## config.mk

```make
export PLATFORM = sky130hd
export DESIGN_NAME = spm_pin_mux
export DESIGN_NICKNAME = d
export VERILOG_FILES = /design/src/include/spm_pkg.sv /design/src/design/spm_sync.sv /design/src/design/spm_pin_mux.sv
export SDC_FILE = /design/constraint.sdc
export NUM_CORES = 1
export LEC_CHECK = 0
export BUFFER_PORTS_ARGS = -buffer_cell sky130_fd_sc_hd__buf_4
export CAP_MARGIN = 20
export CORE_UTILIZATION = 40
export CTS_CLUSTER_DIAMETER = 150
export DETAILED_ROUTE_END_ITERATION = 16
export PLACE_DENSITY = 0.72
export SLEW_MARGIN = 10
export SYNTH_ARGS = -nofsm -noshare
export SYNTH_HDL_FRONTEND = slang
export SYNTH_SLANG_ARGS = --single-unit
```

## constraint.sdc

```tcl
create_clock -name clock_i -period 1.6 [get_ports clock_i]
set_input_delay 0.08 -clock clock_i [delete_from_list [all_inputs] [get_ports clock_i]]
set_output_delay 0.08 -clock clock_i [all_outputs]
set_load 0.02 [all_outputs]
```

## src/include/spm_pkg.sv

```systemverilog
// constants, pin carriers and state layout for the serial pin reset mux
// assumes one 50 MHz clock and a synchronous active-high reset
package spm_pkg;

   // ==========================================================
   // shared pin mode, latched from the strap at reset release
   localparam logic SPM_MODE_GPIO_UART = 1'h0;
   localparam logic SPM_MODE_SERIAL = 1'h1;

   // ==========================================================
   // pin drive levels (enable is active low)
   localparam logic SPM_OE_N_DRIVE = 1'h0;
   localparam logic SPM_OE_N_FLOAT = 1'h1;
   localparam logic SPM_PIN_IDLE = 1'h0;
   localparam logic SPM_UART_IDLE = 1'h1;
   localparam logic SPM_IN_IDLE = 1'h0;

   // ==========================================================
   // timing
   localparam int SPM_CLOCK_HZ = 50_000_000;
   localparam int SPM_SYNC_STAGES = 2;
   localparam int SPM_SYNC_STAGES_MIN = 2;

   // ==========================================================
   // types
   typedef enum logic [1:0] {
      SPM_PH_RESET = 2'h0,
      SPM_PH_RUN = 2'h1
   } spm_phase_t;

   // one pin as driven by the device
   typedef struct packed {
      logic o;
      logic oe_n;
   } spm_pin_out_t;

   // one function's request from an inside engine
   typedef struct packed {
      logic data;
      logic drive;
   } spm_drv_t;

   typedef struct packed {
      spm_drv_t data_out;
      spm_drv_t tx_clock;
      spm_drv_t tx_frame_sync;
   } spm_port_b_req_t;

   typedef struct packed {
      spm_drv_t data_out;
      spm_drv_t tx_clock;
      spm_drv_t rx_clock;
   } spm_port_c_req_t;

   typedef struct packed {
      logic tx_clock;
      logic tx_frame_sync;
   } spm_port_b_in_t;

   typedef struct packed {
      logic data_in;
      logic tx_clock;
      logic rx_clock;
   } spm_port_c_in_t;

   // raw pin levels entering the synchroniser
   typedef struct packed {
      logic strap;
      logic b_tx_clock;
      logic b_tx_frame_sync;
      logic c_data_in;
      logic sp_first;
      logic sp_second;
   } spm_pin_in_t;

   typedef struct packed {
      spm_phase_t phase;
      logic mode;
      spm_pin_out_t b_data_out;
      spm_pin_out_t b_tx_clock;
      spm_pin_out_t b_tx_frame_sync;
      spm_pin_out_t c_data_out;
      spm_pin_out_t sp_first;
      spm_pin_out_t sp_second;
      spm_port_b_in_t b_in;
      spm_port_c_in_t c_in;
      logic general_io_line_three_in;
   } spm_state_t;

endpackage : spm_pkg

```

## src/design/spm_sync.sv

```systemverilog
// multi-bit level synchroniser for pin inputs
// assumes each bit is an independent level; no reset so that
// levels keep flowing while the block is held in reset
`timescale 1ns/1ps
module spm_sync #(
   parameter int WIDTH = 1,
   parameter int STAGES = spm_pkg::SPM_SYNC_STAGES
) (
   // clock
   input wire logic clock_i,
   // data
   input wire logic [WIDTH-1:0] async_i,
   output logic [WIDTH-1:0] sync_o
);
   import spm_pkg::*;

   logic [STAGES-1:0][WIDTH-1:0] chain_r;
   logic [STAGES-1:0][WIDTH-1:0] chain_nxt;

   if (STAGES < SPM_SYNC_STAGES_MIN || WIDTH < 1) begin : g_bad_param
      $error("spm_sync needs at least two stages and one bit");
   end

   // stage 0 feeds only stage 1
   always_comb begin
      chain_nxt = {chain_r[STAGES-2:0], async_i};
   end

   always_ff @(posedge clock_i) begin
      chain_r <= chain_nxt;
   end

   assign sync_o = chain_r[STAGES-1];

endmodule : spm_sync

```

## src/design/spm_pin_mux.sv

```systemverilog
// pin reset and multiplexing for serial port b transmit pins and
// the shared pins of serial port c
// assumes engines request drive per function; pins are resolved
// outside from o and oe_n (oe_n low while this block drives)
//
// Functional notes
// - port b data out floats until driven
// - port b tx clock is input after reset
// - port b frame sync input after reset
// - port c data out floats in reset
// - strap low: first shared pin is gpio
// - strap high: first shared pin is tx clock
// - strap low: second shared pin is uart tx
// - strap high: second shared pin is rx clock
// - mode latched at reset release, then frozen
// - uart tx shows one in and after reset
// - gpio line three is input after reset
// - port c tx clock input after reset
// - port c rx clock input after reset
`timescale 1ns/1ps
module spm_pin_mux #(
   // synchroniser depth on pin inputs
   parameter int SYNC_STAGES = spm_pkg::SPM_SYNC_STAGES
) (
   // clock and reset
   input wire logic clock_i,
   input wire logic rst_i,
   // reset-time strap pin
   input wire logic mode_strap_line_i,
   // port b pins
   output logic port_b_serial_data_out_o,
   output logic port_b_serial_data_out_oe_n_o,
   input wire logic port_b_tx_clock_i,
   output logic port_b_tx_clock_o,
   output logic port_b_tx_clock_oe_n_o,
   input wire logic port_b_tx_frame_sync_i,
   output logic port_b_tx_frame_sync_o,
   output logic port_b_tx_frame_sync_oe_n_o,
   // port c dedicated pins
   input wire logic port_c_serial_data_in_i,
   output logic port_c_serial_data_out_o,
   output logic port_c_serial_data_out_oe_n_o,
   // shared pins
   input wire logic shared_pin_first_i,
   output logic shared_pin_first_o,
   output logic shared_pin_first_oe_n_o,
   input wire logic shared_pin_second_i,
   output logic shared_pin_second_o,
   output logic shared_pin_second_oe_n_o,
   // engine requests
   input wire spm_pkg::spm_port_b_req_t port_b_req_i,
   input wire spm_pkg::spm_port_c_req_t port_c_req_i,
   input wire spm_pkg::spm_drv_t general_io_line_three_req_i,
   input wire logic uart_tx_data_i,
   input wire logic uart_tx_active_i,
   // engine-side pin levels
   output spm_pkg::spm_port_b_in_t port_b_in_o,
   output spm_pkg::spm_port_c_in_t port_c_in_o,
   output logic general_io_line_three_in_o,
   // status
   output logic mode_o,
   output logic running_o
);
   import spm_pkg::*;

   // ==========================================================
   // parameter check
   if (SYNC_STAGES < SPM_SYNC_STAGES_MIN) begin : g_bad_stages
      $error("spm_pin_mux needs at least two synchroniser stages");
   end

   // ==========================================================
   // pin input synchroniser
   // every pin level passes the full chain before any logic
   spm_pin_in_t pin_raw;
   spm_pin_in_t pin_s;
   logic [$bits(spm_pin_in_t)-1:0] pin_s_vec;

   always_comb begin
      pin_raw.strap = mode_strap_line_i;
      pin_raw.b_tx_clock = port_b_tx_clock_i;
      pin_raw.b_tx_frame_sync = port_b_tx_frame_sync_i;
      pin_raw.c_data_in = port_c_serial_data_in_i;
      pin_raw.sp_first = shared_pin_first_i;
      pin_raw.sp_second = shared_pin_second_i;
   end

   spm_sync #(
      .WIDTH($bits(spm_pin_in_t)),
      .STAGES(SYNC_STAGES)
   ) u_sync (
      .clock_i(clock_i),
      .async_i(pin_raw),
      .sync_o(pin_s_vec)
   );

   assign pin_s = spm_pin_in_t'(pin_s_vec);

   // ==========================================================
   // state
   spm_state_t st_r;
   spm_state_t st_nxt;

   // map one engine request onto a pin
   function automatic spm_pin_out_t drive_pin(input spm_drv_t req);
      spm_pin_out_t p;
      p.o = req.drive ? req.data : SPM_PIN_IDLE;
      p.oe_n = req.drive ? SPM_OE_N_DRIVE : SPM_OE_N_FLOAT;
      return p;
   endfunction : drive_pin

   localparam spm_pin_out_t PIN_FLOAT = '{o: SPM_PIN_IDLE, oe_n: SPM_OE_N_FLOAT};
   localparam spm_pin_out_t PIN_UART_IDLE = '{o: SPM_UART_IDLE, oe_n: SPM_OE_N_DRIVE};
   localparam spm_port_b_in_t B_IN_IDLE = '{tx_clock: SPM_IN_IDLE, tx_frame_sync: SPM_IN_IDLE};
   localparam spm_port_c_in_t C_IN_IDLE = '{
      data_in: SPM_IN_IDLE,
      tx_clock: SPM_IN_IDLE,
      rx_clock: SPM_IN_IDLE
   };

   // uart line idles high whenever it is not sending
   function automatic spm_pin_out_t uart_pin(input logic active, input logic data);
      spm_pin_out_t p;
      p.o = active ? data : SPM_UART_IDLE;
      p.oe_n = SPM_OE_N_DRIVE;
      return p;
   endfunction : uart_pin

   // ==========================================================
   // next state
   always_comb begin
      st_nxt = st_r;
      if (rst_i) begin
         st_nxt.phase = SPM_PH_RESET;
         // strap tracked through reset; last value stays at release
         st_nxt.mode = pin_s.strap;
         st_nxt.b_data_out = PIN_FLOAT;
         st_nxt.b_tx_clock = PIN_FLOAT;
         st_nxt.b_tx_frame_sync = PIN_FLOAT;
         st_nxt.c_data_out = PIN_FLOAT;
         st_nxt.sp_first = PIN_FLOAT;
         if (pin_s.strap == SPM_MODE_GPIO_UART) begin
            st_nxt.sp_second = PIN_UART_IDLE;
         end else begin
            st_nxt.sp_second = PIN_FLOAT;
         end
         st_nxt.b_in = B_IN_IDLE;
         st_nxt.c_in = C_IN_IDLE;
         st_nxt.general_io_line_three_in = SPM_IN_IDLE;
      end else begin
         case (st_r.phase)
            SPM_PH_RESET,
            SPM_PH_RUN: begin
               st_nxt.phase = SPM_PH_RUN;
            end
            default: begin
               st_nxt.phase = SPM_PH_RUN;
            end
         endcase
         // mode is not touched outside reset
         st_nxt.mode = st_r.mode;
         // pins float until their engine asks to drive
         st_nxt.b_data_out = drive_pin(port_b_req_i.data_out);
         st_nxt.b_tx_clock = drive_pin(port_b_req_i.tx_clock);
         st_nxt.b_tx_frame_sync = drive_pin(port_b_req_i.tx_frame_sync);
         st_nxt.c_data_out = drive_pin(port_c_req_i.data_out);
         st_nxt.b_in.tx_clock = pin_s.b_tx_clock;
         st_nxt.b_in.tx_frame_sync = pin_s.b_tx_frame_sync;
         st_nxt.c_in.data_in = pin_s.c_data_in;
         if (st_r.mode == SPM_MODE_GPIO_UART) begin
            st_nxt.sp_first = drive_pin(general_io_line_three_req_i);
            st_nxt.sp_second = uart_pin(uart_tx_active_i, uart_tx_data_i);
            st_nxt.general_io_line_three_in = pin_s.sp_first;
            st_nxt.c_in.tx_clock = SPM_IN_IDLE;
            st_nxt.c_in.rx_clock = SPM_IN_IDLE;
         end else begin
            st_nxt.sp_first = drive_pin(port_c_req_i.tx_clock);
            st_nxt.sp_second = drive_pin(port_c_req_i.rx_clock);
            st_nxt.general_io_line_three_in = SPM_IN_IDLE;
            st_nxt.c_in.tx_clock = pin_s.sp_first;
            st_nxt.c_in.rx_clock = pin_s.sp_second;
         end
      end
   end

   // ==========================================================
   // register
   always_ff @(posedge clock_i) begin
      st_r <= st_nxt;
   end

   // ==========================================================
   // outputs, all from st_r
   // port b pins
   assign port_b_serial_data_out_o = st_r.b_data_out.o;
   assign port_b_serial_data_out_oe_n_o = st_r.b_data_out.oe_n;
   assign port_b_tx_clock_o = st_r.b_tx_clock.o;
   assign port_b_tx_clock_oe_n_o = st_r.b_tx_clock.oe_n;
   assign port_b_tx_frame_sync_o = st_r.b_tx_frame_sync.o;
   assign port_b_tx_frame_sync_oe_n_o = st_r.b_tx_frame_sync.oe_n;

   // port c pins
   assign port_c_serial_data_out_o = st_r.c_data_out.o;
   assign port_c_serial_data_out_oe_n_o = st_r.c_data_out.oe_n;

   // shared pins
   assign shared_pin_first_o = st_r.sp_first.o;
   assign shared_pin_first_oe_n_o = st_r.sp_first.oe_n;
   assign shared_pin_second_o = st_r.sp_second.o;
   assign shared_pin_second_oe_n_o = st_r.sp_second.oe_n;

   // engine side
   assign port_b_in_o = st_r.b_in;
   assign port_c_in_o = st_r.c_in;
   assign general_io_line_three_in_o = st_r.general_io_line_three_in;

   // status
   assign mode_o = st_r.mode;
   assign running_o = (st_r.phase == SPM_PH_RUN);

endmodule : spm_pin_mux

```

==> flow_summary.yaml, run 1 <==
final_layout:
  drive_gt1_share_pct: 43.9
  fin_util_pct: 70.6
  final_cell_mix: "43 x buf_4, 31 x dfxtp_1, 13 x dlygate4sd3_1, 6 x nand2_1, 6 x and3_1"
  num-fill-cells: 143
  synthToLayoutAreaGrowth_pct: 64.3
  antenna_cells: 0
  multi_input_area_sq_um: 164
  nets: 146
  mostFrequentLayoutCell: "buf_4"
  final-seq-area_sq_um: 651
floorplan:
  coreArea_sq_um: 1980
  die_area_sq_um: 2320
  die_h_microns: 48.2
  start_util_pct: 43.0
  fp.dieW_microns: 48.2
  num_io_pins: 44
  num_rows: 16
clocking:
  clkTransAtPathRegs_ns: 0.09
  cts_tree: "built"
  cts_setup_buffers: 0
  cts.repair.resized: 0
  clk_path_buf_depth: 2
  htreeDepth: 2
  clock_latency_ns: 0.31
  hold_buffers: 13
  cts_buffers: 5
  root_buffer: "clkbuf_4"
  cts.sinks: 32
worst_setup_path:
  worstSetupPathType: "register to output port"
  end_kind: "output port"
  worstPathRequired_ns: 1.52
  ff2ff_setup_slack_ns: 0.56
  crit_chain: "buf_4"
  reg2reg_depth: 2
  endpoint: "mode_o"
  r2r-start: "mode_o"
  cp_max_fo: 10
  crit_buf_inv: 1
  critPathLaunchType: "register"
  startpoint: "mode_o"
  r2r-end: "shared_pin_second_o"
  cp.arrival_ns: 1.08
  path_delay_family: "flip-flops"
  cp_slowest_cell: "edfxtp_1"
  max_stage_delay_ns: 0.54
  crit_cells: 1
drt:
  dr.first_iter.drc_count: 5
  via_per_inst: 4.32
  wl_per_cell_microns: 11.3
  drc: 0
  dr.pass1.iters: 2
  routed_wirelength_microns: 1700
  route.antenna.remaining_nets: 0
  vias: 648
global_routing:
  grt_usage_pct: 15.4
  grt_remaining_overflow: 0
  grt_pass1_vias: 545
  grt_pass1_wl_microns: 2220
  grt_max_degree: 13
  antenna_found_initial: 0
power_and_ir_drop:
  switching_power_uw: 335
  pwr-share-seq_pct: 50.5
  leakagePower_nw: 0.669
  power.total_mw: 1.70
  vdd_ir_drop_max_mv: 1.11
  power_frac_comb_pct: 10.4
  pwr-share-clk_pct: 39.1
  intPower_mw: 1.36
  switching_share_pct: 19.8
  power_density_nw_per_um2: 1210
yosys:
  ys_ff_latch: 32
  synth_warnings: 0
  synth_cell_types: 16
  syn_area_per_cell_sq_um: 13.7
  synth.area.top_cells: "dfxtp_1 73%, and3_1 4.4%, buf_6 4.0%"
  synth_top_area_cell: "dfxtp_1"
  seq_area_frac_synth_pct: 76.4
  synth_top_area_share_pct: 72.8
  synthesis.nets: 86
  syn-cell-area_sq_um: 852
  synthCells: 62
placed_design:
  io_buffers: 43
  detailed_place_hpwl_microns: 971
  place_congestion: 0.582
timing:
  worst_slew_pin_slew_ns: 0.322
  slew-limit-headroom_pct: 78.5
  final.period_utilization_pct: 72.3
  fin_setup_tns_ns: 0
  fmax_ghz: 0.865
  rsz0062_at_grt: "no"
  slew_viol_final: 0
  min_period_ns: 1.16
  skew_ns: 0.00406
  finalSetupViolations: 0
  hold_viol: 0
  hold_slack_ns: 0.0186
hold_path:
  hold_path_class: "primary input to register"
outcome:
  outcome: "finished, final reports clean"
run:
  maxCapViolCount: 0
-- power by group through the flow --
stage / logic [mW] / clock network, mW / registers [mW]
6_report: 0.177 / 0.663 / 0.856
5_1_grt: 0.190 / 0.711 / 0.861
4_1_cts: 0.175 / 0.685 / 0.857
3_5_place_dp: 0.149 / 0 / 0.875
3_3_place_gp: 0.148 / 0 / 0.873
2_1_floorplan: 0.0374 / 0 / 0.905
-- cells by family (layout without fill, tap and decap cells) --
| family | Yosys count | count (layout) | share of synthesized area, % |
|---|---|---|---|
| mux | 1 | 1 | 1.76 |
| flops | 32 | 32 | 76.4 |
| buf+inv | 4 | 65 | 4.40 |
| simple gates | 21 | 21 | 13.9 |
| compound gates | 4 | 4 | 3.52 |
-- per-stage QoR --
step	cells	instance area, sq um	setup WS [ns]
after global placement	129	1170	0.646
after detailed placement	129	1170	0.567
after global routing	150	1400	0.382
final	150	1400	0.444
after CTS	150	1400	0.425
after floorplan	62	852	0.531
-- per-layer routing --
metal	routed length [microns]	GRT usage (%)	share of wire, %
met5	0	0	0
met4	30	10.0	1.8
met3	111	7.78	6.5
met2	919	26.4	54
met1	637	14.3	37
-- state kept, by name (all words and copies together) (netlist names) --
register	count
port_c_serial_data_out_oe_n_o	1
mode_o	1
shared_pin_second_oe_n_o	1
shared_pin_first_oe_n_o	1
st_r	1
port_b_tx_frame_sync_o	1
port_c_in_o	3
port_b_tx_clock_o	1
u_sync.chain_nxt	6
port_b_tx_clock_oe_n_o	1
general_io_line_three_in_o	1
shared_pin_first_o	1
u_sync.sync_o	6
port_c_serial_data_out_o	1
port_b_tx_frame_sync_oe_n_o	1
port_b_serial_data_out_oe_n_o	1
port_b_in_o	2
shared_pin_second_o	1
port_b_serial_data_out_o	1
-- cells in the mapped netlist --
library cell,count
inv_2,1
nor2b_1,3
o31ai_2,1
a21oi_1,1
buf_6,3
a21boi_1,1
o21ai_1,1
nand3_1,1
and3_1,6
dfxtp_1,31
nand2b_1,2
nor3b_1,2
edfxtp_1,1
nand2_1,6
nand3b_1,1
mux2_4,1
-- layout make-up --
cell class,count,area share (%)
Clock buffer,7,4.65
Clock inverter,1,2.14
Inverter,1,0.268
Multi-Input combinational cell,26,11.7
Sequential cell,32,46.5
Tap cell,27,2.41
Timing Repair Buffer,56,32.4
-- how the worst min path moves through the flow --
stage                             from                    to  slack (ns)  cells after the start
4_1_cts                          rst_i        port_c_in_o[2]       0.006                      2
6_report                         rst_i        port_b_in_o[1]        0.02                      2
3_5_place_dp         port_b_tx_clock_i  u_sync.chain_nxt[10]        0.19                      1
3_3_place_gp   port_c_serial_data_in_i   u_sync.chain_nxt[8]        0.18                      1
2_1_floorplan        port_b_tx_clock_i  u_sync.chain_nxt[10]        0.11                      0
5_1_grt                          rst_i        port_b_in_o[1]       0.002                      2
No activity file was read; power rests on OpenSTA's default activity.
==> inputs of run 2 (changes only) <==
clock period = 1.11 ns   (was 1.6 ns; I/O delays follow)
==> flow_summary.yaml, run 2 (synthesis gave the netlist of run 1 again) <==
floorplan:
  start_util_pct: 43.0
  coreArea_sq_um: 1980
  num_io_pins: 44
  num_rows: 16
  fp.dieW_microns: 48.2
  die_area_sq_um: 2320
  die_h_microns: 48.2
clocking:
  cts_buffers: 5
  cts.repair.resized: 0
  clkTransAtPathRegs_ns: 0.09
  clk_path_buf_depth: 2
  root_buffer: "clkbuf_4"
  htreeDepth: 2
  cts.sinks: 32
  cts_tree: "built"
  clock_latency_ns: 0.31
final_layout:
  fin_util_pct: 72.9
  mostFrequentLayoutCell: "buf_4"
  final-seq-area_sq_um: 651
  instances_no_fill: 155
  nets: 151
  multi_input_area_sq_um: 164
  final_cell_mix: "45 x buf_4, 31 x dfxtp_1, 16 x dlygate4sd3_1, 6 x nand2_1, 6 x and3_1"
  drive_gt1_share_pct: 43.8
  num-fill-cells: 138
  antenna_cells: 0
  final_cell_area_sq_um: 1450
  synthToLayoutAreaGrowth_pct: 69.6
hold_path:
  hold_path_class: "primary input to register"
drt:
  wl_met2_microns: 944
  met3WireLength_microns: 111
  dr.pass1.iters: 4
  via_per_inst: 4.37
  dr.first_iter.drc_count: 2
  drc: 0
  routed_wirelength_microns: 1750
  top_layer_used: "met4"
  vias: 678
  wl_met1_microns: 661
  route.antenna.remaining_nets: 0
  wl_per_cell_microns: 11.3
power_and_ir_drop:
  vdd_ir_drop_max_mv: 1.56
  power_density_nw_per_um2: 1700
  leakagePower_nw: 0.691
placed_design:
  detailed_place_hpwl_microns: 971
  dp_cells: 129
  io_buffers: 43
  place_congestion: 0.582
  placed_area_sq_um: 1170
global_routing:
  grt_usage_pct: 15.7
  grt_pass1_vias: 563
  grt_pass1_wl_microns: 2290
  antenna_found_initial: 0
  grt_max_degree: 13
  grt_remaining_overflow: 0
worst_setup_path:
  path_delay_family: "flip-flops"
  end_kind: "register"
  worstSetupPathType: "register to register"
  cp_max_fo: 6
  critPathLaunchType: "register"
  worstPathRequired_ns: 1.34
  cp.arrival_ns: 1.25
  max_stage_delay_ns: 0.43
  crit_buf_inv: 1
  cp_slowest_cell: "edfxtp_1"
  crit_chain: "buf_4 > a21boi_1 > o31ai_2"
timing:
  worst_slew_pin_slew_ns: 0.249
  rsz0062_at_grt: "no"
  slew-limit-headroom_pct: 83.3
  fin_setup_tns_ns: 0
  fmax_ghz: 0.984
  skew_ns: 0.00484
  min_period_ns: 1.02
  slew_viol_final: 0
  hold_viol: 0
  final.period_utilization_pct: 91.6
  finalSetupViolations: 0
outcome:
  outcome: "finished, final reports clean"
run:
  maxCapViolCount: 0
## run 2: cell types whose count changed in the layout (fill, tap and decap cells not counted), sizes merged
cell / previous run / this run
buf: 43 / 45
dlygate4sd3: 13 / 16
## run 2: metal layers
metal / track usage, % / vias up
li1: - / 330
met1: 14.7 / 316
met2: 27.7 / 28
met3: 6.67 / 4
met4: 10.0 / 0
met5: 0 / -
## run 2: worst paths after layout
check	start	end	slack [ns]	cells after the start
worst min-delay path	general_io_line_three_req_i[1]	shared_pin_first_o	0.03	3
worst max-delay path	mode_o	shared_pin_second_o	0.09	3
worst max register to register	mode_o	shared_pin_second_o	0.09	3
worst min register to register	u_sync.chain_nxt[9]	u_sync.sync_o[3]	0.33	0
## run 2: per-stage QoR
stage	power [mW]	hold slack, ns	setup slack, ns
finish	2.46	0.0257	0.0936
global route	2.55	0.0256	0.0322
CTS	2.49	0.00360	0.101
detailed placement	1.48	0.161	0.0767
global placement	1.47	0.160	0.156
floorplan	1.36	0.0832	0.0412
## run 2: what timing repair did
item,4_1_cts,5_1_grt
setup buffers,2,0
hold buffers,16,0
hold endpoints to repair,20,0
setup endpoints to repair,1,0
## run 2: tightest hold or removal path: stages
cell and delay, ns:
buf_4 0.11, nand3b_1 0.07, a21oi_1 0.06
## run 2: final cells by class
type	instances	share of cell area, %
Multi-Input combinational cell	26	11.3
Tap cell	27	2.34
Clock inverter	1	2.08
Clock buffer	7	4.50
Inverter	1	0.260
Timing Repair Buffer	61	34.5
Sequential cell	32	45.0
## run 2: power by group
group / leakage (nW) / internal, mW / switching (mW) / total [mW]
clock: 0.0515 / 0.598 / 0.357 / 0.955
sequential: 0.269 / 1.21 / 0.0162 / 1.23
combinational: 0.371 / 0.160 / 0.113 / 0.273
==> inputs of run 3 (changes only) <==
CORE_MARGIN = 2   (was unset)
==> flow_summary.yaml, run 3 (synthesis gave the netlist of run 1 again) <==
worst_setup_path:
  worstPathRequired_ns: 1.34
  critPathLaunchType: "register"
  end_kind: "register"
  cp_max_fo: 6
  ff2ff_setup_slack_ns: 0.09
  reg2reg_depth: 3
  worstSetupPathType: "register to register"
  cp.arrival_ns: 1.24
hold_path:
  hold_path_class: "primary input to register"
  min_path_cells: 2
floorplan:
  die_h_microns: 50.2
  die_area_sq_um: 2520
  coreArea_sq_um: 1980
  fp.dieW_microns: 50.2
  start_util_pct: 43.0
  num_io_pins: 44
  num_rows: 16
clocking:
  clk_path_buf_depth: 2
  root_buffer: "clkbuf_4"
  cts_tree: "built"
  htreeDepth: 2
  cts_buffers: 5
  clock_latency_ns: 0.31
  cts.sinks: 32
  clkTransAtPathRegs_ns: 0.09
drt:
  drc: 0
  wl_per_cell_microns: 12.2
  dr.pass1.iters: 4
  routed_wirelength_microns: 1880
  dr.first_iter.drc_count: 17
  via_per_inst: 4.40
  vias: 678
  route.antenna.remaining_nets: 0
final_layout:
  fin_util_pct: 71.0
  mostFrequentLayoutCell: "buf_4"
  drive_gt1_share_pct: 44.1
  synthToLayoutAreaGrowth_pct: 65.2
  nets: 150
  antenna_cells: 0
  final_cell_mix: "45 x buf_4, 31 x dfxtp_1, 15 x dlygate4sd3_1, 6 x nand2_1, 6 x and3_1"
power_and_ir_drop:
  pwr-share-clk_pct: 30.3
  leakagePower_nw: 0.669
  pwr-share-seq_pct: 57.0
  power_frac_comb_pct: 12.7
  switching_share_pct: 22.0
  intPower_mw: 1.68
  power.total_mw: 2.16
  vdd_ir_drop_max_mv: 1.16
  power_density_nw_per_um2: 1530
  switching_power_uw: 474
timing:
  finalSetupViolations: 0
  fin_setup_tns_ns: 0
  hold_slack_ns: 0.0213
  min_period_ns: 1.02
  skew_ns: 0.00903
  worst_slew_pin_slew_ns: 0.199
  slew_viol_final: 0
  final.period_utilization_pct: 91.6
  rsz0062_at_grt: "no"
  fmax_ghz: 0.984
  hold_viol: 0
  slew-limit-headroom_pct: 86.6
global_routing:
  antenna_found_initial: 0
  grt_pass1_vias: 697
  grt_remaining_overflow: 0
  grt_pass1_wl_microns: 3020
  grt_max_degree: 13
  grt_usage_pct: 17.1
placed_design:
  detailed_place_hpwl_microns: 1140
  io_buffers: 43
  place_congestion: 0.607
run:
  maxCapViolCount: 0
outcome:
  outcome: "finished, final reports clean"
[run 3: cell count changes in the layout (fill, tap and decap cells not counted), sizes merged]
cell / delta
dlygate4sd3: -1
clkinvlp: +1
bufinv: -1
[run 3: layer usage]
| metal | wire length [microns] | GRT usage [%] |
|---|---|---|
| met1 | 587 | 13.8 |
| met2 | 1150 | 35.3 |
| met3 | 119 | 7.14 |
| met4 | 20 | 5.56 |
| met5 | 0 | 0 |
[run 3: what timing repair did]
| item | in CTS | in global routing |
|---|---|---|
| endpoints found under the hold margin | 17 | 0 |
| hold buffers | 15 | 0 |
| setup endpoints to repair | 1 | 1 |
| setup buffers | 2 | 0 |
| resized for setup | 0 | 1 |
[run 3: cell type report]
class / count / area (sq um)
clock buffers: 7 / 55.1
clock inverters: 1 / 7.51
fillers: 147 / 574
inverters: 1 / 3.75
multi-input cells: 26 / 169
flip-flops and latches: 32 / 651
well taps: 27 / 33.8
repair buffers: 60 / 488
[run 3: final timing paths]
check / from / to
worst max-delay path: mode_o / shared_pin_second_o
worst min-delay path: port_c_req_i[5] / port_c_serial_data_out_o
worst max register to register: mode_o / shared_pin_second_o
worst min register to register: u_sync.chain_nxt[11] / u_sync.sync_o[5]
[run 3: through the flow]
| step | area (sq um) | cells | worst slack, ns |
|---|---|---|---|
| CTS | 1400 | 154 | 0.107 |
| finish | 1410 | 154 | 0.0935 |
| detailed placement | 1170 | 129 | 0.106 |
| global placement | 1170 | 129 | 0.153 |
| floorplan | 852 | 62 | 0.0412 |
| global route | 1410 | 154 | 0.0327 |
[run 3: worst max-delay path, cell delays in order (launching register included)]
cell	delay (ns)
edfxtp_1	0.40
buf_4	0.18
a21boi_1	0.13
o31ai_2	0.22
[run 3: power by group through the flow]
stage / combinational (mW) / clock [mW] / sequential [mW]
floorplan: 0.0539 / 0 / 1.30
global placement: 0.214 / 0 / 1.26
detailed placement: 0.217 / 0 / 1.26
CTS: 0.271 / 0.677 / 1.23
global route: 0.292 / 0.748 / 1.24
finish: 0.273 / 0.654 / 1.23
